--- src/verilog/prefetch_pkg.sv ---
// Shared constants and types for the instruction prefetch queue
package prefetch_pkg;

    // ------------------------------------------------------------------
    // Queue geometry
    // ------------------------------------------------------------------
    localparam int WORD_WIDTH   = 16;
    localparam int QUEUE_WORDS  = 3;
    localparam int FIFO_DEPTH   = 16;
    localparam int CREDIT_RESET = 3;

    // ------------------------------------------------------------------
    // Queue status pin codes
    // ------------------------------------------------------------------
    localparam logic [1:0] STATUS_IDLE    = 2'h0;
    localparam logic [1:0] STATUS_ADVANCE = 2'h1;
    localparam logic [1:0] STATUS_START   = 2'h2;
    localparam logic [1:0] STATUS_BOTH    = 2'h3;

    // ------------------------------------------------------------------
    // Reset values
    // ------------------------------------------------------------------
    localparam logic [15:0] FETCH_PTR_RESET = 16'h0000;
    localparam logic [15:0] WORD_RESET      = 16'h0000;
    localparam logic [7:0]  BYTE_RESET      = 8'h00;

    // ------------------------------------------------------------------
    // Control states
    // ------------------------------------------------------------------
    typedef enum logic [0:0] {
        ST_LOAD_VECTOR = 1'b0,
        ST_RUN         = 1'b1
    } queue_state_type;

endpackage : prefetch_pkg

--- src/verilog/word_fifo.sv ---
// Parameterised valid/ready FIFO for returned program words
`timescale 1ns/1ps

module word_fifo #(
    parameter int WIDTH = 16,
    parameter int DEPTH = 16
) (
    // Clock and reset
    input  wire logic             sys_clk,
    input  wire logic             nrst,
    // Filling side
    input  wire logic             in_valid,
    output logic                  in_ready,
    input  wire logic [WIDTH-1:0] in_data,
    // Draining side
    output logic                  out_valid,
    input  wire logic             out_ready,
    output logic [WIDTH-1:0]      out_data
);

    localparam int AW = $clog2(DEPTH);

    logic [WIDTH-1:0] store [DEPTH];
    logic [AW:0]      wr_ptr;
    logic [AW:0]      rd_ptr;
    logic             full;
    logic             empty;

    // ------------------------------------------------------------------
    // Flags
    // ------------------------------------------------------------------
    assign empty     = (wr_ptr == rd_ptr);
    assign full      = (wr_ptr[AW-1:0] == rd_ptr[AW-1:0]) && (wr_ptr[AW] != rd_ptr[AW]);
    assign in_ready  = !full;
    assign out_valid = !empty;
    assign out_data  = store[rd_ptr[AW-1:0]];

    // ------------------------------------------------------------------
    // Pointers and storage
    // ------------------------------------------------------------------
    always_ff @(posedge sys_clk) begin
        if (!nrst) begin
            wr_ptr <= '0;
        end else if (in_valid && !full) begin
            wr_ptr <= wr_ptr + 1'b1;
        end
    end

    always_ff @(posedge sys_clk) begin
        if (in_valid && !full) begin
            store[wr_ptr[AW-1:0]] <= in_data;
        end
    end

    always_ff @(posedge sys_clk) begin
        if (!nrst) begin
            rd_ptr <= '0;
        end else if (out_ready && !empty) begin
            rd_ptr <= rd_ptr + 1'b1;
        end
    end

endmodule : word_fifo

--- src/verilog/byte_selector.sv ---
// Picks opcode and two following bytes from the head words by alignment
`timescale 1ns/1ps

module byte_selector (
    // Head words, big-endian byte order
    input  wire logic [15:0] head_word,
    input  wire logic [15:0] next_word,
    // Alignment of the opcode
    input  wire logic        odd,
    // Selected bytes
    output logic [7:0]       opcode,
    output logic [7:0]       byte1,
    output logic [7:0]       byte2
);

    // Even address sits in the high half of a word
    always_comb begin
        if (odd) begin
            opcode = head_word[7:0];
            byte1  = next_word[15:8];
            byte2  = next_word[7:0];
        end else begin
            opcode = head_word[15:8];
            byte1  = head_word[7:0];
            byte2  = next_word[15:8];
        end
    end

endmodule : byte_selector

--- src/verilog/instruction_prefetch_queue.sv ---
// Instruction prefetch queue: fetch, alignment, byte routing and status pins
//
// Overview of operation
// - Two queue words plus one holding buffer word
// - Fetch aligned words only, no misalignment penalty
// - Odd reset vector: fill from word below
// - Present opcode and two following bytes
// - Issue fetches to refill consumed queue space
// - Execution unit advances and toggles; queue keeps alignment
// - Selector routes bytes and exposes alignment
// - Execution sequence independent of alignment
// - One fetch per two bytes; odd gets optional
// - Aligned odd instruction: optional cycle is free
// - Misaligned odd instruction: optional cycle fetches
// - Narrow memory stretches fetching optional cycle via freeze
// - Two status pins report movement and start
`timescale 1ns/1ps

module instruction_prefetch_queue #(
    parameter int WORD_WIDTH = prefetch_pkg::WORD_WIDTH,
    parameter int FIFO_DEPTH = prefetch_pkg::FIFO_DEPTH
) (
    // Clock and reset
    input  wire logic                  sys_clk,
    input  wire logic                  nrst,
    // Start address, sampled once after reset release
    input  wire logic [15:0]           reset_vector,
    // Program fetch requests to the bus integration module
    output logic                       fetch_valid,
    input  wire logic                  fetch_ready,
    output logic [15:0]                fetch_addr,
    // Returned program words
    input  wire logic                  mem_valid,
    output logic                       mem_ready,
    input  wire logic [WORD_WIDTH-1:0] mem_data,
    // Core clock freeze from the bus integration module
    input  wire logic                  core_freeze,
    // Execution unit controls
    input  wire logic                  exec_start,
    input  wire logic                  exec_advance,
    input  wire logic                  exec_toggle_align,
    input  wire logic                  exec_optional,
    // Execution unit inputs
    output logic                       queue_ready,
    output logic [7:0]                 opcode,
    output logic [7:0]                 operand1,
    output logic [7:0]                 operand2,
    output logic                       align_odd,
    output logic                       optional_fetch,
    output logic                       optional_free,
    // Development system status
    output logic [1:0]                 queue_status_pins
);

    // ------------------------------------------------------------------
    // Declarations
    // ------------------------------------------------------------------
    prefetch_pkg::queue_state_type state;

    logic [WORD_WIDTH-1:0] qword [prefetch_pkg::QUEUE_WORDS];
    logic [1:0]            count;
    logic [1:0]            next_count;
    logic [1:0]            kept;
    logic [2:0]            credits;
    logic [15:0]           fetch_ptr;
    logic                  start_odd;
    logic                  live;
    logic                  optional_adv;
    logic                  advance;
    logic                  fetch_take;
    logic                  fifo_valid;
    logic                  fifo_take;
    logic [WORD_WIDTH-1:0] fifo_data;
    logic [7:0]            sel_opcode;
    logic [7:0]            sel_byte1;
    logic [7:0]            sel_byte2;
    logic                  cur_odd;

    // ------------------------------------------------------------------
    // Control state
    // ------------------------------------------------------------------
    // Vector is caught by the first clocked edge after release, never in reset
    always_ff @(posedge sys_clk) begin
        if (!nrst) begin
            state <= prefetch_pkg::ST_LOAD_VECTOR;
        end else begin
            unique case (state)
                prefetch_pkg::ST_LOAD_VECTOR: state <= prefetch_pkg::ST_RUN;
                prefetch_pkg::ST_RUN:         state <= prefetch_pkg::ST_RUN;
            endcase
        end
    end

    // Frozen core clocks stop all queue motion
    assign live = (state == prefetch_pkg::ST_RUN) && !core_freeze;

    // ------------------------------------------------------------------
    // Optional cycle decision
    // ------------------------------------------------------------------
    // Alignment at the instruction start decides the optional cycle
    always_ff @(posedge sys_clk) begin
        if (!nrst) begin
            start_odd <= 1'b0;
        end else if (live && exec_start) begin
            start_odd <= cur_odd;
        end
    end

    // Execution unit does not track alignment, so the queue decides
    assign optional_adv   = live && exec_optional && start_odd;
    assign optional_fetch = exec_optional && start_odd;
    assign optional_free  = exec_optional && !start_odd;
    assign advance        = live && (exec_advance || optional_adv) && (count != 2'h0);

    // ------------------------------------------------------------------
    // Alignment tracking
    // ------------------------------------------------------------------
    // Odd vector starts on the low half of the word below it
    always_ff @(posedge sys_clk) begin
        if (!nrst) begin
            cur_odd <= 1'b0;
        end else if (state == prefetch_pkg::ST_LOAD_VECTOR) begin
            cur_odd <= reset_vector[0];
        end else if (live && exec_toggle_align) begin
            cur_odd <= !cur_odd;
        end
    end

    // ------------------------------------------------------------------
    // Fetch issue
    // ------------------------------------------------------------------
    // Credits count queue slots not yet claimed by a fetch
    assign fetch_valid = live && (credits != 3'h0);
    assign fetch_addr  = fetch_ptr;
    assign fetch_take  = fetch_valid && fetch_ready;

    always_ff @(posedge sys_clk) begin
        if (!nrst) begin
            fetch_ptr <= prefetch_pkg::FETCH_PTR_RESET;
        end else if (state == prefetch_pkg::ST_LOAD_VECTOR) begin
            fetch_ptr <= {reset_vector[15:1], 1'b0};
        end else if (fetch_take) begin
            fetch_ptr <= fetch_ptr + 16'h0002;
        end
    end

    // Each advance frees one slot, so one word fetched per two bytes
    always_ff @(posedge sys_clk) begin
        if (!nrst) begin
            credits <= 3'(prefetch_pkg::CREDIT_RESET);
        end else begin
            credits <= credits - {2'h0, fetch_take} + {2'h0, advance};
        end
    end

    // ------------------------------------------------------------------
    // Return buffering
    // ------------------------------------------------------------------
    // Credits bound traffic to three words, so the FIFO only absorbs
    // bus latency; it never fills, so it never stalls the bus even if the queue stops draining
    word_fifo #(
        .WIDTH (WORD_WIDTH),
        .DEPTH (FIFO_DEPTH)
    ) u_return_fifo (
        .sys_clk   (sys_clk),
        .nrst      (nrst),
        .in_valid  (mem_valid),
        .in_ready  (mem_ready),
        .in_data   (mem_data),
        .out_valid (fifo_valid),
        .out_ready (fifo_take),
        .out_data  (fifo_data)
    );

    // ------------------------------------------------------------------
    // Queue words and holding buffer
    // ------------------------------------------------------------------
    assign kept      = count - {1'b0, advance};
    assign fifo_take = live && fifo_valid && (kept != 2'(prefetch_pkg::QUEUE_WORDS));
    assign next_count = kept + {1'b0, fifo_take};

    always_ff @(posedge sys_clk) begin
        if (!nrst) begin
            count <= 2'h0;
        end else begin
            count <= next_count;
        end
    end

    // Shift on advance, then land the new word in the first empty slot
    always_ff @(posedge sys_clk) begin
        if (!nrst) begin
            for (int i = 0; i < prefetch_pkg::QUEUE_WORDS; i++) begin
                qword[i] <= prefetch_pkg::WORD_RESET;
            end
        end else begin
            for (int i = 0; i < prefetch_pkg::QUEUE_WORDS; i++) begin
                if (fifo_take && (kept == 2'(i))) begin
                    qword[i] <= fifo_data;
                end else if (advance && (i < prefetch_pkg::QUEUE_WORDS - 1)) begin
                    // Wrapped index keeps the unrolled read in range; the last slot never shifts
                    qword[i] <= qword[(i + 1) % prefetch_pkg::QUEUE_WORDS];
                end
            end
        end
    end

    // ------------------------------------------------------------------
    // Byte routing to the execution unit
    // ------------------------------------------------------------------
    byte_selector u_selector (
        .head_word (qword[0]),
        .next_word (qword[1]),
        .odd       (cur_odd),
        .opcode    (sel_opcode),
        .byte1     (sel_byte1),
        .byte2     (sel_byte2)
    );

    // Registered bytes; same latency on both alignments
    always_ff @(posedge sys_clk) begin
        if (!nrst) begin
            opcode   <= prefetch_pkg::BYTE_RESET;
            operand1 <= prefetch_pkg::BYTE_RESET;
            operand2 <= prefetch_pkg::BYTE_RESET;
        end else begin
            opcode   <= sel_opcode;
            operand1 <= sel_byte1;
            operand2 <= sel_byte2;
        end
    end

    always_ff @(posedge sys_clk) begin
        if (!nrst) begin
            align_odd <= 1'b0;
        end else begin
            align_odd <= cur_odd;
        end
    end

    // Two words cover three bytes from either half of the head word
    always_ff @(posedge sys_clk) begin
        if (!nrst) begin
            queue_ready <= 1'b0;
        end else begin
            queue_ready <= (next_count >= 2'h2);
        end
    end

    // ------------------------------------------------------------------
    // Development status pins
    // ------------------------------------------------------------------
    always_ff @(posedge sys_clk) begin
        if (!nrst) begin
            queue_status_pins <= prefetch_pkg::STATUS_IDLE;
        end else if (advance && live && exec_start) begin
            queue_status_pins <= prefetch_pkg::STATUS_BOTH;
        end else if (live && exec_start) begin
            queue_status_pins <= prefetch_pkg::STATUS_START;
        end else if (advance) begin
            queue_status_pins <= prefetch_pkg::STATUS_ADVANCE;
        end else begin
            queue_status_pins <= prefetch_pkg::STATUS_IDLE;
        end
    end

endmodule : instruction_prefetch_queue

--- config.mk ---
export PLATFORM = sky130hd
export DESIGN_NAME = instruction_prefetch_queue
export DESIGN_NICKNAME = d
export VERILOG_FILES = /design/src/verilog/prefetch_pkg.sv /design/src/verilog/word_fifo.sv /design/src/verilog/byte_selector.sv /design/src/verilog/instruction_prefetch_queue.sv
export SDC_FILE = /design/constraint.sdc
export NUM_CORES = 1
export LEC_CHECK = 0
export BUFFER_PORTS_ARGS = -buffer_cell sky130_fd_sc_hd__buf_2
export CORE_ASPECT_RATIO = 0.8
export CORE_MARGIN = 8
export CORE_UTILIZATION = 39
export CTS_BUF_LIST = sky130_fd_sc_hd__clkbuf_4 sky130_fd_sc_hd__clkbuf_8
export DETAILED_ROUTE_END_ITERATION = 6
export SYNTH_ARGS = -nofsm -noshare
export SYNTH_HDL_FRONTEND = slang
export SYNTH_SLANG_ARGS = --single-unit
--- constraint.sdc ---
create_clock -name sys_clk -period 5.75 [get_ports sys_clk]
set_clock_uncertainty 0.15 [all_clocks]
set_input_delay 0.575 -clock sys_clk [delete_from_list [all_inputs] [get_ports sys_clk]]
set_output_delay 0.575 -clock sys_clk [all_outputs]
set_load 0.01 [all_outputs]
==> impl_metrics.toml <==
[setup_path]
start_kind = "flop"
cp_slowest_cell = "a21oi_2"
slowest_delay_ns = 0.64
critical_path_buf_inv_count = 2
worstPathMaxFanout = 35
end_kind = "flop"
path_class = "reg2reg"
cp.required_ns = 5.90
crit_family = "compound AO/OA/AOI/OAI gates"
cp_cell_sequence = "buf_4 > and2b_1 > o221ai_1 > inv_1 > ha_1 > xor2_1 > a221oi_4 > a21oi_2 > a21oi_1"
rrSetupSlack_ns = 2.34
worstPathArrival_ns = 3.55

[hold_path]
hold_path_class = "in2reg"

[routing]
via_per_inst = 5.20
num_vias = 7686
drc_errors = 0
wl_per_cell_um = 21.2
first_iter_violations = 634
drt_wl_total_um = 31400
antenna_left = 0
first_pass_iters = 5

[synthesis]
syn_avg_cell_area_um2 = 17.3
async_reset_ff_share_pct = 0
synth_commonest_cells = "edfxtp_1 (304), dfxtp_1 (64), mux4_2 (64), nor2_1 (45), nand2_1 (39)"
synth_edf_count = 304
synth_top_cell_area_share_pct = 63.1
ys_seq_elements = 368
yosys.area.top_type = "edfxtp_1"
syn_area_um2 = 14500
yosys-top-cells-area = "edfxtp_1 (63%), mux4_2 (10%), dfxtp_1 (8.9%), mux2i_1 (2.3%), a22o_1 (1.9%)"
yosysMostFrequentCell = "edfxtp_1"
ys.flop_type = "edfxtp_1"
synth_nets = 886
yosysSeqAreaShare_pct = 72.0
synth_cell_types = 56
ys_warn_count = 0
synth_cells = 834

[pwr]
swShare_pct = 22.9
combPwrFrac_pct = 6.8
vdd_drop_max_mv = 0.252
powerDensity_nw_per_um2 = 331
p_clk_share_pct = 37.9
seqPwrFrac_pct = 55.3
leakagePower_nw = 5.72
switchingPower_mw = 1.25
intPower_mw = 4.21

[timing]
relSlewSlack_pct = 20.8
tns_ns = 0
setup_violations = 0
finalHoldViolCount = 0
final.period_utilization_pct = 59.3
rsz0062_at_grt = "false"
max_freq_mhz = 293
min_period_ns = 3.41
worst_pin_slew_ns = 1.19
slew_violations = 0

[floorplan]
floorplan.rows = 63
die_x_um = 231
die_h_um = 188
boundaryPins = 89
start_util_pct = 39.3
core_um2 = 36800
dieArea_um2 = 43500

[clock_network]
clk_root_buffer_cell = "clkbuf_8"
cts_buffers = 56
cts.reportedPaths.clkPinSlew_ns = 0.06
clock_path_buffers = 3
ctsResizeCount = 0
cts_tree = "done"
cts_setup_buffers = 0
cts.sinks = 368
h-tree-depth = 2
hold_buffers = 0
insertion_delay_ns = 0.61

[grt]
grt-ovfl-total = 0
grt_max_degree = 44
grt_pass1_wl_um = 47900
grt_usage_pct = 14.3
antenna_found_initial = 0
grt_pass1_vias = 7839

[placed_design]
place_congestion = 0.777
io_buffers = 87
dp_hpwl_um = 19500
placed_area_um2 = 15400

[run_status]
run_status = "completed"

[finish]
final_area_um2 = 16500
drive_above_1_share_pct = 27.0
fill_cells = 3223
multi_input_comb_area_um2 = 3820
insertedDiodeCount = 0
regArea_um2 = 10400
fin_nets = 995
syn2layout_area_growth_pct = 14.1

[flow_run]
maxCapViolations = 0
==> registers in the layout, indices dropped and copies added (netlist names), 2 cells and up, named ones only <==
signal / count
count: 2
credits: 3
fetch_addr: 15
opcode: 8
operand1: 8
operand2: 8
queue_status_pins: 2
qword: 48
u_return_fifo.rd_ptr: 5
u_return_fifo.store: 256
u_return_fifo.wr_ptr: 5
==> path summary, 6_finish.rpt <==
path,startpoint,end,cells after the start
setup / recovery,state,qword[0][37],9
hold / removal,exec_start,queue_status_pins[1],2
setup reg to reg,state,qword[0][37],9
hold reg to reg,qword[0][13],opcode[5],2
==> metal layers <==
layer  part of all wire, %  GRT usage, %  vias up
met2                    45          21.8      225
met4                   1.9          4.16        0
met5                     0             0        -
met3                   6.9          3.37       57
met1                    46          20.1     3873
li1                      -             -     3531
==> worst reg2reg max path, delay by kind of cell, from the launching register on <==
family / cells / cell delay [ns]
compound gates: 4 / 1.27
buf+inv: 2 / 0.46
xor+xnor: 1 / 0.45
flops: 1 / 0.30
simple gates: 1 / 0.29
fa+ha+maj: 1 / 0.17
==> cell usage in the layout, fill, tap and decap left out, types with 3 or more instances in the layout <==
| cell type | synthesis | routed |
|---|---|---|
| nand2b_1 | 9 | 9 |
| nor2b_1 | 8 | 7 |
| mux2i_1 | 33 | 33 |
| xnor2_1 | 12 | 12 |
| and2_1 | 7 | 7 |
| nand2_1 | 39 | 39 |
| a21oi_2 | 4 | 4 |
| inv_1 | 13 | 13 |
| buf_4 | 3 | 7 |
| a21oi_1 | 26 | 25 |
| clkinv_2 | 0 | 7 |
| ha_1 | 10 | 10 |
| clkbuf_4 | 0 | 21 |
| dfxtp_1 | 64 | 62 |
| edfxtp_1 | 304 | 304 |
| o22ai_1 | 3 | 3 |
| clkinv_1 | 0 | 16 |
| xor2_1 | 8 | 8 |
| buf_2 | 11 | 87 |
| clkbuf_8 | 0 | 59 |
| nand3_1 | 7 | 7 |
| o21ai_0 | 11 | 11 |
| mux4_2 | 64 | 64 |
| a22o_1 | 32 | 32 |
| and3_1 | 18 | 18 |
| a22oi_1 | 32 | 32 |
| nor2_1 | 45 | 44 |
| nand4_1 | 8 | 8 |
==> stage by stage <==
stage / util (%) / setup slack (ns) / total power [mW] / std cells / hold WS [ns]
after floorplan: - / 2.69 / 3.31 / 834 / 0.295
after global placement: 41.9 / 2.26 / 3.45 / 1372 / 0.332
after detailed placement: 41.9 / 2.19 / 3.46 / 1372 / 0.330
after CTS: 44.8 / 2.33 / 5.54 / 1478 / 0.0247
after global routing: 44.8 / 2.02 / 5.69 / 1478 / 0.0457
final: 44.8 / 2.34 / 5.47 / 1478 / 0.0806
==> final cells by class <==
class / count / area share (%)
clock buffer: 80 / 5.88
sequential: 368 / 63.1
clock inverter: 26 / 0.766
inverter: 14 / 0.318
tap: 487 / 3.69
multi-input combinational: 408 / 23.2
timing repair buffer: 95 / 3.08
==> power by group through the flow <==
stage | combinational [mW] | sequential (mW) | clock (mW)
after detailed placement | 0.373 | 3.08 | 0
after CTS | 0.374 | 3.03 | 2.14
final | 0.369 | 3.02 | 2.07
after floorplan | 0.250 | 3.06 | 0
after global routing | 0.407 | 3.03 | 2.25
after global placement | 0.367 | 3.08 | 0
==> logic make-up (layout without fill, tap and decap cells) <==
group,after synthesis,in the layout,share of synthesized area [%]
DFF,368,368,72.0
other,1,1,0.0259
and+or+nand+nor,154,154,5.32
muxes,98,98,12.3
buffers and inverters,58,215,1.73
xor gates and xnor gates,20,20,1.21
AOI/OAI and AO/OA,124,124,6.39
adders and majority gates,11,11,1.00
Power figures use the tool's default switching activity.
